==> config.mk <==
export PLATFORM = sky130hd
export DESIGN_NAME = dcm_top
export DESIGN_NICKNAME = d
export VERILOG_FILES = /design/src/dcm_pkg.sv /design/src/dcm_top.sv
export SDC_FILE = /design/constraint.sdc
export NUM_CORES = 1
export LEC_CHECK = 0
export ABC_AREA = 0
export BUFFER_PORTS_ARGS = -buffer_cell sky130_fd_sc_hd__clkbuf_2
export CAP_MARGIN = 40
export CORE_ASPECT_RATIO = 1.75
export CORE_UTILIZATION = 30
export DETAILED_ROUTE_END_ITERATION = 10
export PLACE_DENSITY = 0.55
export SYNTH_ARGS = -nofsm -noshare
export SYNTH_HDL_FRONTEND = slang
export SYNTH_SLANG_ARGS = --single-unit
==> constraint.sdc <==
create_clock -name i_clk -period 4.8 [get_ports i_clk]
set_input_delay 0.48 -clock i_clk [delete_from_list [all_inputs] [get_ports i_clk]]
set_output_delay 0.48 -clock i_clk [all_outputs]
set_load 0.01 [all_outputs]
==> src/dcm_pkg.sv <==
// Package for the dual counter module control block.
// Assumes a single 250 MHz system clock and a synchronous core register port.
package dcm_pkg;
    // ************************************************************
    // Control register layout
    // ************************************************************
    localparam int DCM_MODE_HI = 30;
    localparam int DCM_MODE_LO = 26;
    localparam int DCM_TAP_HI = 25;
    localparam int DCM_TAP_LO = 23;
    localparam int DCM_SEC_HI = 14;
    localparam int DCM_SEC_LO = 9;
    localparam int DCM_PRI_HI = 5;
    localparam int DCM_PRI_LO = 0;
    localparam logic [31:0] DCM_CTRL_RESET = 32'h0000_0000;
    localparam logic [31:0] DCM_CTRL_USED = 32'h7F80_7E3F;
    localparam logic [31:0] DCM_ZERO32 = 32'h0000_0000;
    // ************************************************************
    // Register select codes
    // ************************************************************
    localparam logic [2:0] DCM_SEL_CTRL_A = 3'h0;
    localparam logic [2:0] DCM_SEL_CTRL_B = 3'h1;
    localparam logic [2:0] DCM_SEL_FREQ_A = 3'h2;
    localparam logic [2:0] DCM_SEL_FREQ_B = 3'h3;
    localparam logic [2:0] DCM_SEL_PHASE_A = 3'h4;
    localparam logic [2:0] DCM_SEL_PHASE_B = 3'h5;
    // ************************************************************
    // Modes
    // ************************************************************
    localparam logic [4:0] DCM_MODE_OFF = 5'h00;
    localparam logic [4:0] DCM_MODE_PLL_LO = 5'h01;
    localparam logic [4:0] DCM_MODE_PLL_HI = 5'h03;
    localparam logic [4:0] DCM_MODE_NCO = 5'h04;
    localparam logic [4:0] DCM_MODE_NCO_DIFF = 5'h05;
    localparam int DCM_PLL_MULT = 16;
    localparam int DCM_TAP_MAX_DIV = 128;
    localparam int DCM_PRI_PORT_BIT = 5;
    localparam int DCM_NCO_BIT = 31;

    typedef struct packed {
        logic [4:0] mode;
        logic [2:0] tap;
        logic [5:0] sec_pin;
        logic [5:0] pri_pin;
    } dcm_ctrl_type;

    typedef struct packed {
        logic wr;
        logic [2:0] sel;
        logic [31:0] wdata;
    } dcm_req_type;
endpackage

==> src/dcm_top.sv <==
// Two counter modules of one core: control, frequency, phase registers.
// Assumes core register accesses are synchronous; the analogue PLL is
// outside, fed by o_pll_ref and tap code.
// Function
// - Two identical counters, each set only by its own control, frequency and phase registers
// - Each drives up to two pins; accumulates frequency into phase per clock in modes 1 to 5
// - Control layout: mode 30:26, tap 25:23, secondary 14:9, primary low bits
// - Primary select top bit zero picks port A; one is reserved port B
// - Writing zero disables the counter: no pin output, no accumulation
// - Secondary select has no effect in modes without a second pin
// - Tap code 0 divides VCO by 128, each step halves, 7 divides by 1
// - Mode field picks one of 32 modes, per counter
// - Modes 1 to 3 accumulate; phase bit 31 feeds the PLL reference
// - The PLL multiplies its reference by 16 in the VCO
// - A new control value takes effect at once
// - Modes 4 and 5 are the numerically controlled oscillator modes; mode 5 is differential
// - Reading a control register returns its value with no side effect
`timescale 1ns/1ps
module dcm_top (
    input wire logic i_clk,
    input wire logic i_sys_rst,
    input wire dcm_pkg::dcm_req_type i_req,
    input wire logic i_req_valid,
    output logic [31:0] o_rdata,
    output logic [1:0] o_pin_out,
    output logic [1:0] o_pin_oe,
    output logic [5:0] o_pri_pin_a,
    output logic [5:0] o_sec_pin_a,
    output logic [5:0] o_pri_pin_b,
    output logic [5:0] o_sec_pin_b,
    output logic [1:0] o_pll_ref,
    output logic [2:0] o_pll_tap_a,
    output logic [2:0] o_pll_tap_b,
    output logic [1:0] o_port_b_sel
);
    import dcm_pkg::*;

    // ************************************************************
    // Register decode
    // ************************************************************
    logic [31:0] ctrl [2];
    logic [31:0] freq [2];
    logic [31:0] phase [2];
    wire wr_ctrl_a = i_req_valid && i_req.wr && i_req.sel == DCM_SEL_CTRL_A;
    wire wr_ctrl_b = i_req_valid && i_req.wr && i_req.sel == DCM_SEL_CTRL_B;
    wire wr_freq_a = i_req_valid && i_req.wr && i_req.sel == DCM_SEL_FREQ_A;
    wire wr_freq_b = i_req_valid && i_req.wr && i_req.sel == DCM_SEL_FREQ_B;
    wire wr_ph_a = i_req_valid && i_req.wr && i_req.sel == DCM_SEL_PHASE_A;
    wire wr_ph_b = i_req_valid && i_req.wr && i_req.sel == DCM_SEL_PHASE_B;
    wire [1:0] wr_ctrl = {wr_ctrl_b, wr_ctrl_a};
    wire [1:0] wr_freq = {wr_freq_b, wr_freq_a};
    wire [1:0] wr_ph = {wr_ph_b, wr_ph_a};
    wire [31:0] masked_wdata = i_req.wdata & DCM_CTRL_USED;

    // Control value in effect this cycle: a write acts at once
    logic [31:0] eff_ctrl [2];
    dcm_ctrl_type fld [2];
    logic [1:0] accum_en;
    logic [1:0] nco_on;
    logic [1:0] enabled;
    logic [31:0] next_phase [2];

    for (genvar k = 0; k < 2; k++)
    begin : g_cnt
        assign eff_ctrl[k] = wr_ctrl[k] ? masked_wdata : ctrl[k];
        assign fld[k].mode = eff_ctrl[k][DCM_MODE_HI:DCM_MODE_LO];
        assign fld[k].tap = eff_ctrl[k][DCM_TAP_HI:DCM_TAP_LO];
        assign fld[k].sec_pin = eff_ctrl[k][DCM_SEC_HI:DCM_SEC_LO];
        assign fld[k].pri_pin = eff_ctrl[k][DCM_PRI_HI:DCM_PRI_LO];
        assign enabled[k] = fld[k].mode != DCM_MODE_OFF;
        assign nco_on[k] = fld[k].mode == DCM_MODE_NCO
            || fld[k].mode == DCM_MODE_NCO_DIFF;
        assign accum_en[k] = (fld[k].mode >= DCM_MODE_PLL_LO
            && fld[k].mode <= DCM_MODE_PLL_HI) || nco_on[k];
        assign next_phase[k] = wr_ph[k] ? i_req.wdata
            : accum_en[k] ? 32'(phase[k] + freq[k]) : phase[k];

        always_ff @(posedge i_clk)
        begin
            if (i_sys_rst)
            begin
                ctrl[k] <= DCM_CTRL_RESET;
                freq[k] <= DCM_ZERO32;
                phase[k] <= DCM_ZERO32;
            end
            else
            begin
                if (wr_ctrl[k])
                    ctrl[k] <= masked_wdata;
                if (wr_freq[k])
                    freq[k] <= i_req.wdata;
                phase[k] <= next_phase[k];
            end
        end
    end

    // ************************************************************
    // Read mux
    // ************************************************************
    logic [31:0] next_rdata;
    always_comb
    begin
        case (i_req.sel)
            DCM_SEL_CTRL_A: next_rdata = ctrl[0];
            DCM_SEL_CTRL_B: next_rdata = ctrl[1];
            DCM_SEL_FREQ_A: next_rdata = freq[0];
            DCM_SEL_FREQ_B: next_rdata = freq[1];
            DCM_SEL_PHASE_A: next_rdata = phase[0];
            DCM_SEL_PHASE_B: next_rdata = phase[1];
            default: next_rdata = DCM_ZERO32;
        endcase
    end

    // ************************************************************
    // Outputs
    // ************************************************************
    // NCO pin shows phase bit 31; differential mode also passes the
    // secondary select to o_sec_pin_a/b, the only use of that select here
    wire [1:0] next_oe = {nco_on[1], nco_on[0]};
    wire [1:0] next_pin = {next_phase[1][DCM_NCO_BIT],
        next_phase[0][DCM_NCO_BIT]};
    always_ff @(posedge i_clk)
    begin
        if (i_sys_rst)
        begin
            o_rdata <= DCM_ZERO32;
            o_pin_out <= '0;
            o_pin_oe <= '0;
            o_pri_pin_a <= '0;
            o_sec_pin_a <= '0;
            o_pri_pin_b <= '0;
            o_sec_pin_b <= '0;
            o_pll_ref <= '0;
            o_pll_tap_a <= '0;
            o_pll_tap_b <= '0;
            o_port_b_sel <= '0;
        end
        else
        begin
            o_rdata <= (i_req_valid && !i_req.wr) ? next_rdata : o_rdata;
            o_pin_out <= next_pin & next_oe;
            o_pin_oe <= next_oe;
            o_pri_pin_a <= fld[0].pri_pin;
            o_pri_pin_b <= fld[1].pri_pin;
            o_sec_pin_a <= fld[0].mode == DCM_MODE_NCO_DIFF
                ? fld[0].sec_pin : '0;
            o_sec_pin_b <= fld[1].mode == DCM_MODE_NCO_DIFF
                ? fld[1].sec_pin : '0;
            o_pll_ref <= {next_phase[1][DCM_NCO_BIT] & enabled[1],
                next_phase[0][DCM_NCO_BIT] & enabled[0]};
            o_pll_tap_a <= fld[0].tap;
            o_pll_tap_b <= fld[1].tap;
            o_port_b_sel <= {fld[1].pri_pin[DCM_PRI_PORT_BIT],
                fld[0].pri_pin[DCM_PRI_PORT_BIT]};
        end
    end

    // ************************************************************
    // Checks
    // ************************************************************
    // Consequents look one edge on, where the registered outputs settle
    AST_ZERO_STOPS: assert property (@(posedge i_clk)
        disable iff (i_sys_rst)
        wr_ctrl_a && i_req.wdata == DCM_ZERO32 && !wr_ph_a
        |=> !o_pin_oe[0] && $stable(phase[0]))
        else $error("Counter A still active after zero write");
    AST_ACCUM: assert property (@(posedge i_clk)
        disable iff (i_sys_rst)
        accum_en[0] && !wr_ph_a
        |=> phase[0] == 32'($past(phase[0]) + $past(freq[0])))
        else $error("Counter A phase did not accumulate");
    AST_IMMEDIATE: assert property (@(posedge i_clk)
        disable iff (i_sys_rst)
        wr_ctrl_b
        |=> o_pll_tap_b == $past(i_req.wdata[DCM_TAP_HI:DCM_TAP_LO]))
        else $error("Counter B tap not applied at once");
    AST_READBACK: assert property (@(posedge i_clk)
        disable iff (i_sys_rst)
        i_req_valid && !i_req.wr && i_req.sel == DCM_SEL_CTRL_A
        |=> o_rdata == $past(ctrl[0]) && ctrl[0] == $past(ctrl[0]))
        else $error("Control A read wrong or disturbed");
    AST_SEC_IGNORED: assert property (@(posedge i_clk)
        disable iff (i_sys_rst)
        fld[0].mode != DCM_MODE_NCO_DIFF |=> o_sec_pin_a == '0)
        else $error("Secondary select leaked");
    AST_RESET_ZERO: assert property (@(posedge i_clk)
        i_sys_rst |=> ctrl[0] == DCM_ZERO32 && ctrl[1] == DCM_ZERO32)
        else $error("Control not cleared by reset");
    AST_NCO_PIN: assert property (@(posedge i_clk)
        disable iff (i_sys_rst)
        nco_on[1]
        |=> o_pin_oe[1] && o_pin_out[1] == phase[1][DCM_NCO_BIT])
        else $error("Counter B NCO pin wrong");
    AST_PORT_SEL: assert property (@(posedge i_clk)
        disable iff (i_sys_rst)
        wr_ctrl_a ##1 !wr_ctrl_a
        |-> o_port_b_sel[0] == ctrl[0][DCM_PRI_PORT_BIT])
        else $error("Port select mismatch");
    AST_INDEP: assert property (@(posedge i_clk)
        disable iff (i_sys_rst)
        wr_ctrl_a && !wr_ctrl_b |=> $stable(ctrl[1]))
        else $error("Counter B changed by A write");
    AST_PIN_IDLE: assert property (@(posedge i_clk)
        disable iff (i_sys_rst)
        !nco_on[0]
        |=> o_pin_oe[0] == 1'b0 && o_pin_out[0] == 1'b0)
        else $error("Counter A drives its pin outside NCO modes");
    AST_REF_OFF: assert property (@(posedge i_clk)
        disable iff (i_sys_rst)
        fld[1].mode == DCM_MODE_OFF
        |=> o_pll_ref[1] == 1'b0)
        else $error("Counter B reference runs while disabled");
    AST_UNMAPPED_READ: assert property (@(posedge i_clk)
        disable iff (i_sys_rst)
        i_req_valid && !i_req.wr && i_req.sel > DCM_SEL_PHASE_B
        |=> o_rdata == DCM_ZERO32)
        else $error("Unmapped select read not zero");
    AST_RESET_OUT: assert property (@(posedge i_clk)
        i_sys_rst
        |=> o_pin_oe == 2'h0 && o_pll_ref == 2'h0 && o_rdata == DCM_ZERO32)
        else $error("Outputs not cleared by reset");
    AST_PORT_SEL_B: assert property (@(posedge i_clk)
        disable iff (i_sys_rst)
        wr_ctrl_b ##1 !wr_ctrl_b
        |-> o_port_b_sel[1] == ctrl[1][DCM_PRI_PORT_BIT])
        else $error("Counter B port select mismatch");
    AST_SEC_IGNORED_B: assert property (@(posedge i_clk)
        disable iff (i_sys_rst)
        fld[1].mode != DCM_MODE_NCO_DIFF
        |=> o_sec_pin_b == '0)
        else $error("Counter B secondary select leaked");
endmodule // dcm_top
# == Word level (Yosys, flattened, before mapping) ==
# Memory sizes are Yosys's and may differ from the RTL's.
# Index checks and enable logic that the tools add are counted.
# word_totals
ff_bits,70
mem_bits_rw,168
input_bits,39
output_inout_bits,70
elab_cells,88
n_memories,3
# classes
addsub,2
magnitude_cmp,4
eq_ne,9
mux,28
n_bitwise,11
n_reduce_logical,20
# mem_list
name,depth,width,read_ports,rd_ports_with_merged_regs,wr,line,text
freq,2,32,2,0,2,dcm_top.sv:42,logic [31:0] freq [2];
phase,2,32,2,0,2,dcm_top.sv:43,logic [31:0] phase [2];
ctrl,2,20,2,0,2,dcm_top.sv:41,logic [31:0] ctrl [2];
# op_table
cell,n
$mux W32,8
$pmux W32 S6,1
$add A32 B32 Y32,2
$mux W31,2
$mux W20,2
$eq A5 B3 Y1 const B,4
$mux W1,15
$ge A5 B1 Y1 const B,2
$le A5 B2 Y1 const B,2
$logic_and A1 B1 Y1,10
$reduce_bool A5 Y1,2
$eq A3 B2 Y1 const B,2
$eq A3 B3 Y1 const B,2
$or A1 B1 Y1,6
$logic_or A1 B1 Y1,4
$reduce_or A2 Y1,2
$eq A3 B1 Y1 const B,1
$logic_not A3 Y1,1
$and A1 B1 Y1,2
$and A2 B2 Y2,1
$not A1 Y1,2
$logic_not A1 Y1,1

# == Depth between registers and ports, before layout ==
# logic_depth
depth_word,9
ltp_mapped,13
ltp_nobuf,12

# == Least setup slack after synthesis ==
# OpenSTA, ideal clock, no wires.
# synth_timing
kind,in2reg
startpoint,input port i_req[32] (netlist name)
endpoint,memory freq[0][0] (enable)
setup_time_ns,0.470
arrival_ns,3.817
required_time_ns,4.330
path_slack_ns,0.513
stages,5
path_buffers,4
path_cell_list,clkbuf_2 -> clkbuf_1 -> buf_2 -> buf_1 -> o31ai_1
# synth_lines
element,line,text
"start, declared",dcm_top.sv:22,"input wire dcm_pkg::dcm_req_type i_req,"
"end, declared",dcm_top.sv:42,

==> metrics.yaml <==
grt_max_degree: 58
drt-vias-per-instance: 5.53
ant_nets: 0
cp-start-kind: "register"
synth_warnings: 0
hold_path.class: "input pin to register"
drc: 0
cts-resized-gates: 0
dieArea_sq_mm: 0.0469
antenna_found_initial: 0
yosysUniqueCellTypes: 84
num_rows: 103
busiest_layer: "met2"
grt_use_met3_pct: 1.80
power_uw: 5360
tns_ns: 0
pre_cts_ws_ns: 0.892
grt_pass1_vias: 12000
critPathArrivalTime_ns: 4.13
yosys_most_used_dff: "dfxtp_1"
gr-usage-met1_pct: 24.6
clock-sinks: 236
cap_violations: 0
hold_violations: 0
worst_pin_slew_ns: 0.867
async_flop_share_pct: 0
dr.pass1.iters: 5
finalSetupViolCount: 0
max-clock-path-buffers: 3
antenna_cells: 0
cts-buffers-inserted: 24
drive_gt1_share_pct: 15.5
wl_per_cell_microns: 22.6
core_area_sq_mm: 0.0452
crit_chain: "ha_1, inv_1, fa_1, nor2b_1, o31ai_1, a211oi_2, o211ai_1, o21ai_2, a31o_2, a221oi_2, xor2_1, a2111oi_0"
fmax_mhz: 269
cts_hold_buffers: 0
critPathRequiredTime_ns: 5.21
grt_use_total_pct: 21.0
grt_pass1_wl_microns: 74200
drt_iter0_drc: 746
yosysSeqAreaShare_pct: 41.8
htree_levels: 1
end_kind: "register"
synth_seq_cells: 236
wl_microns: 48700
vias: 11900
fillers: 4622
die_y_microns: 286
syn_to_final_growth_pct: 14.8
min_period_ns: 3.72
synth_edf_count: 104
p_leak_uw: 0.00661
cp_slowest_cell: "o31ai_1"
path_clk_slew_ns: 0.07
num_io_pins: 109
multiInputGateArea_sq_mm: 0.00760
power-per-cell-area_mw_per_mm2: 338
syn_inst: 1492
fin_ws_ns: 1.08
max_stage_delay_ns: 0.62
grt_util_met2_pct: 37.6
status: "complete, no violations"
skew_ns: 0.0335
dpl.hpwl_microns: 35300
initial_core_util_pct: 30.5
syn_area_per_cell_sq_um: 9.25
cts-root-buf: "clkbuf_16"
clk_latency_ns: 0.57
slew_headroom_pct: 42.0
final_max_slew_viol_count: 0
cts_tree: "yes"
crit_path_max_fanout: 4
syn-cell-area_sq_mm: 0.0138
crit_type: "register to register"
fp.dieW_microns: 164
register_area_sq_mm: 0.00577
syn_nets: 1595
num-nets-final: 1660
period_share_pct: 77.4
grt_overflow: 0
numPortBuffers: 108
vdd_ir_drop_max_uv: 273
rsz0062_at_grt: "no"
gp_congestion: 0.934
post-cts-setup-buffers: 0
-- report_power, final --
group / switching (uW) / leakage (uW) / internal (uW) / total [uW]
Sequential: 103 / 0.00208 / 2230 / 2330
Combinational: 643 / 0.00414 / 406 / 1050
Clock: 901 / 0.000397 / 1080 / 1990
-- kinds of logic after synthesis --
family	after synthesis	synth area share, %
xor gates and xnor gates	44	2.79
adders and majority gates	64	5.91
muxes	75	5.84
and+or+nand+nor	506	17.6
buffers and inverters	130	3.74
AOI/OAI and AO/OA	437	22.3
DFF	236	41.8
-- layout make-up --
| cell class | count | area share [%] |
|---|---|---|
| well taps | 577 | 4.55 |
| flip-flops and latches | 236 | 36.4 |
| clock inverters | 15 | 0.845 |
| multi-input cells | 1126 | 47.9 |
| inverters | 28 | 0.663 |
| repair buffers | 141 | 5.32 |
| clock buffers | 29 | 4.30 |
-- through the flow --
step / util (%) / std cells / hold WS, ns / instance area [sq um]
2_1_floorplan: - / 1492 / 0.440 / 13800
3_3_place_gp: 33.1 / 2105 / 0.445 / 15000
3_5_place_dp: 33.2 / 2108 / 0.450 / 15000
4_1_cts: 35.0 / 2152 / 0.165 / 15900
5_1_grt: 35.0 / 2152 / 0.209 / 15900
6_report: 35.0 / 2152 / 0.185 / 15900
-- cell usage after synthesis, types with 3 or more instances --
library cell  count  area share [%]
buf_1             5            0.14
or2_2             3            0.14
nor3b_1           3            0.16
and2_1           68             3.1
o31ai_1           8            0.44
nor2_1          145             3.9
mux2_2           24             2.0
buf_2            16            0.58
a21boi_0          3            0.16
xor2_1           18             1.1
a21o_1           43             2.3
nand3_1          21            0.76
a31oi_1          16            0.73
mux2i_1          49             3.6
a311oi_1         33             2.1
edfxtp_1        104              23
o221ai_1         15            0.95
xnor2_1          26             1.6
o21bai_1          5            0.27
o31a_1            3            0.19
nand4_1           5            0.23
o21ai_2           3            0.19
o22ai_1          13            0.59
clkbuf_1         78             2.1
a211oi_1         18            0.98
a21oi_1          96             3.5
a41oi_1           3            0.19
and4_1            4            0.25
nor4_1            5            0.23
o21a_1           13            0.71
and3_1           46             2.1
a211o_1           6            0.38
a22oi_1          34             1.8
nor3_1           25            0.91
ha_1             62             5.6
o21ai_0          60             2.2
nor2b_1          10            0.45
nand2_1         145             3.9
a2111oi_0         3            0.19
dfxtp_1         132              19
inv_1            28            0.76
o211ai_1         23             1.3
nand2b_1         15            0.68
o211a_1           8            0.58
-- final timing paths --
kind                            cells past startpoint           end       start  slack [ns]
worst min register to register                      2    o_rdata[1]  o_rdata[1]        0.45
worst max register to register                     12  phase[1][30]  freq[1][0]        1.08
worst min-delay path                                3   phase[1][7]    i_req[7]        0.19
worst max-delay path                               12  phase[1][30]  freq[1][0]        1.08
-- state kept, by name, summed over array words and instances (netlist names) --
register / count
o_pin_oe: 2
o_pll_ref: 2
o_sec_pin_b: 6
o_port_b_sel: 2
o_pri_pin_a: 5
o_sec_pin_a: 6
o_rdata: 32
o_pri_pin_b: 5
o_pin_out: 2
o_pll_tap_b: 3
freq: 64
phase: 64
o_pll_tap_a: 3
ctrl: 40
-- worst max-delay path, delay by kind of cell (launching register included) --
kind            cells  cell delay (ns)
buf+inv             1             0.07
flops               1             0.40
fa+ha+maj           2             0.43
xor+xnor            1             0.09
simple gates        1             0.08
compound gates      7             2.49
-- cells in the final DEF, fill, tap and decap left out, drive strengths merged, types with 6 or more instances in the layout --
cell type	Yosys	routed
nor2b	11	11
xnor2	26	26
ha	62	62
nand2	145	145
clkbuf	79	135
clkinv	0	6
nand3	22	22
a211oi	19	19
a22oi	34	34
o21a	13	13
dfxtp	132	132
a21o	43	43
nor2	145	145
nor4	6	6
xor2	18	18
and3	46	46
buf	23	35
o31ai	9	9
nor3	25	25
a21oi	97	97
edfxtp	104	104
o211a	8	8
mux2i	49	49
and2	68	68
mux2	24	24
o221ai	15	15
a311oi	33	33
a31oi	17	17
o211ai	24	24
o22ai	13	13
nand2b	15	15
inv	28	33
a211o	7	7
o21ai	64	64
-- metal layers --
layer | part of all wire [%] | routed length, microns
met2 | 52 | 25200
met4 | 4.7 | 2300
met3 | 3.5 | 1710
met1 | 40 | 19500
met5 | 0 | 0
Power figures use the tool's default switching activity.
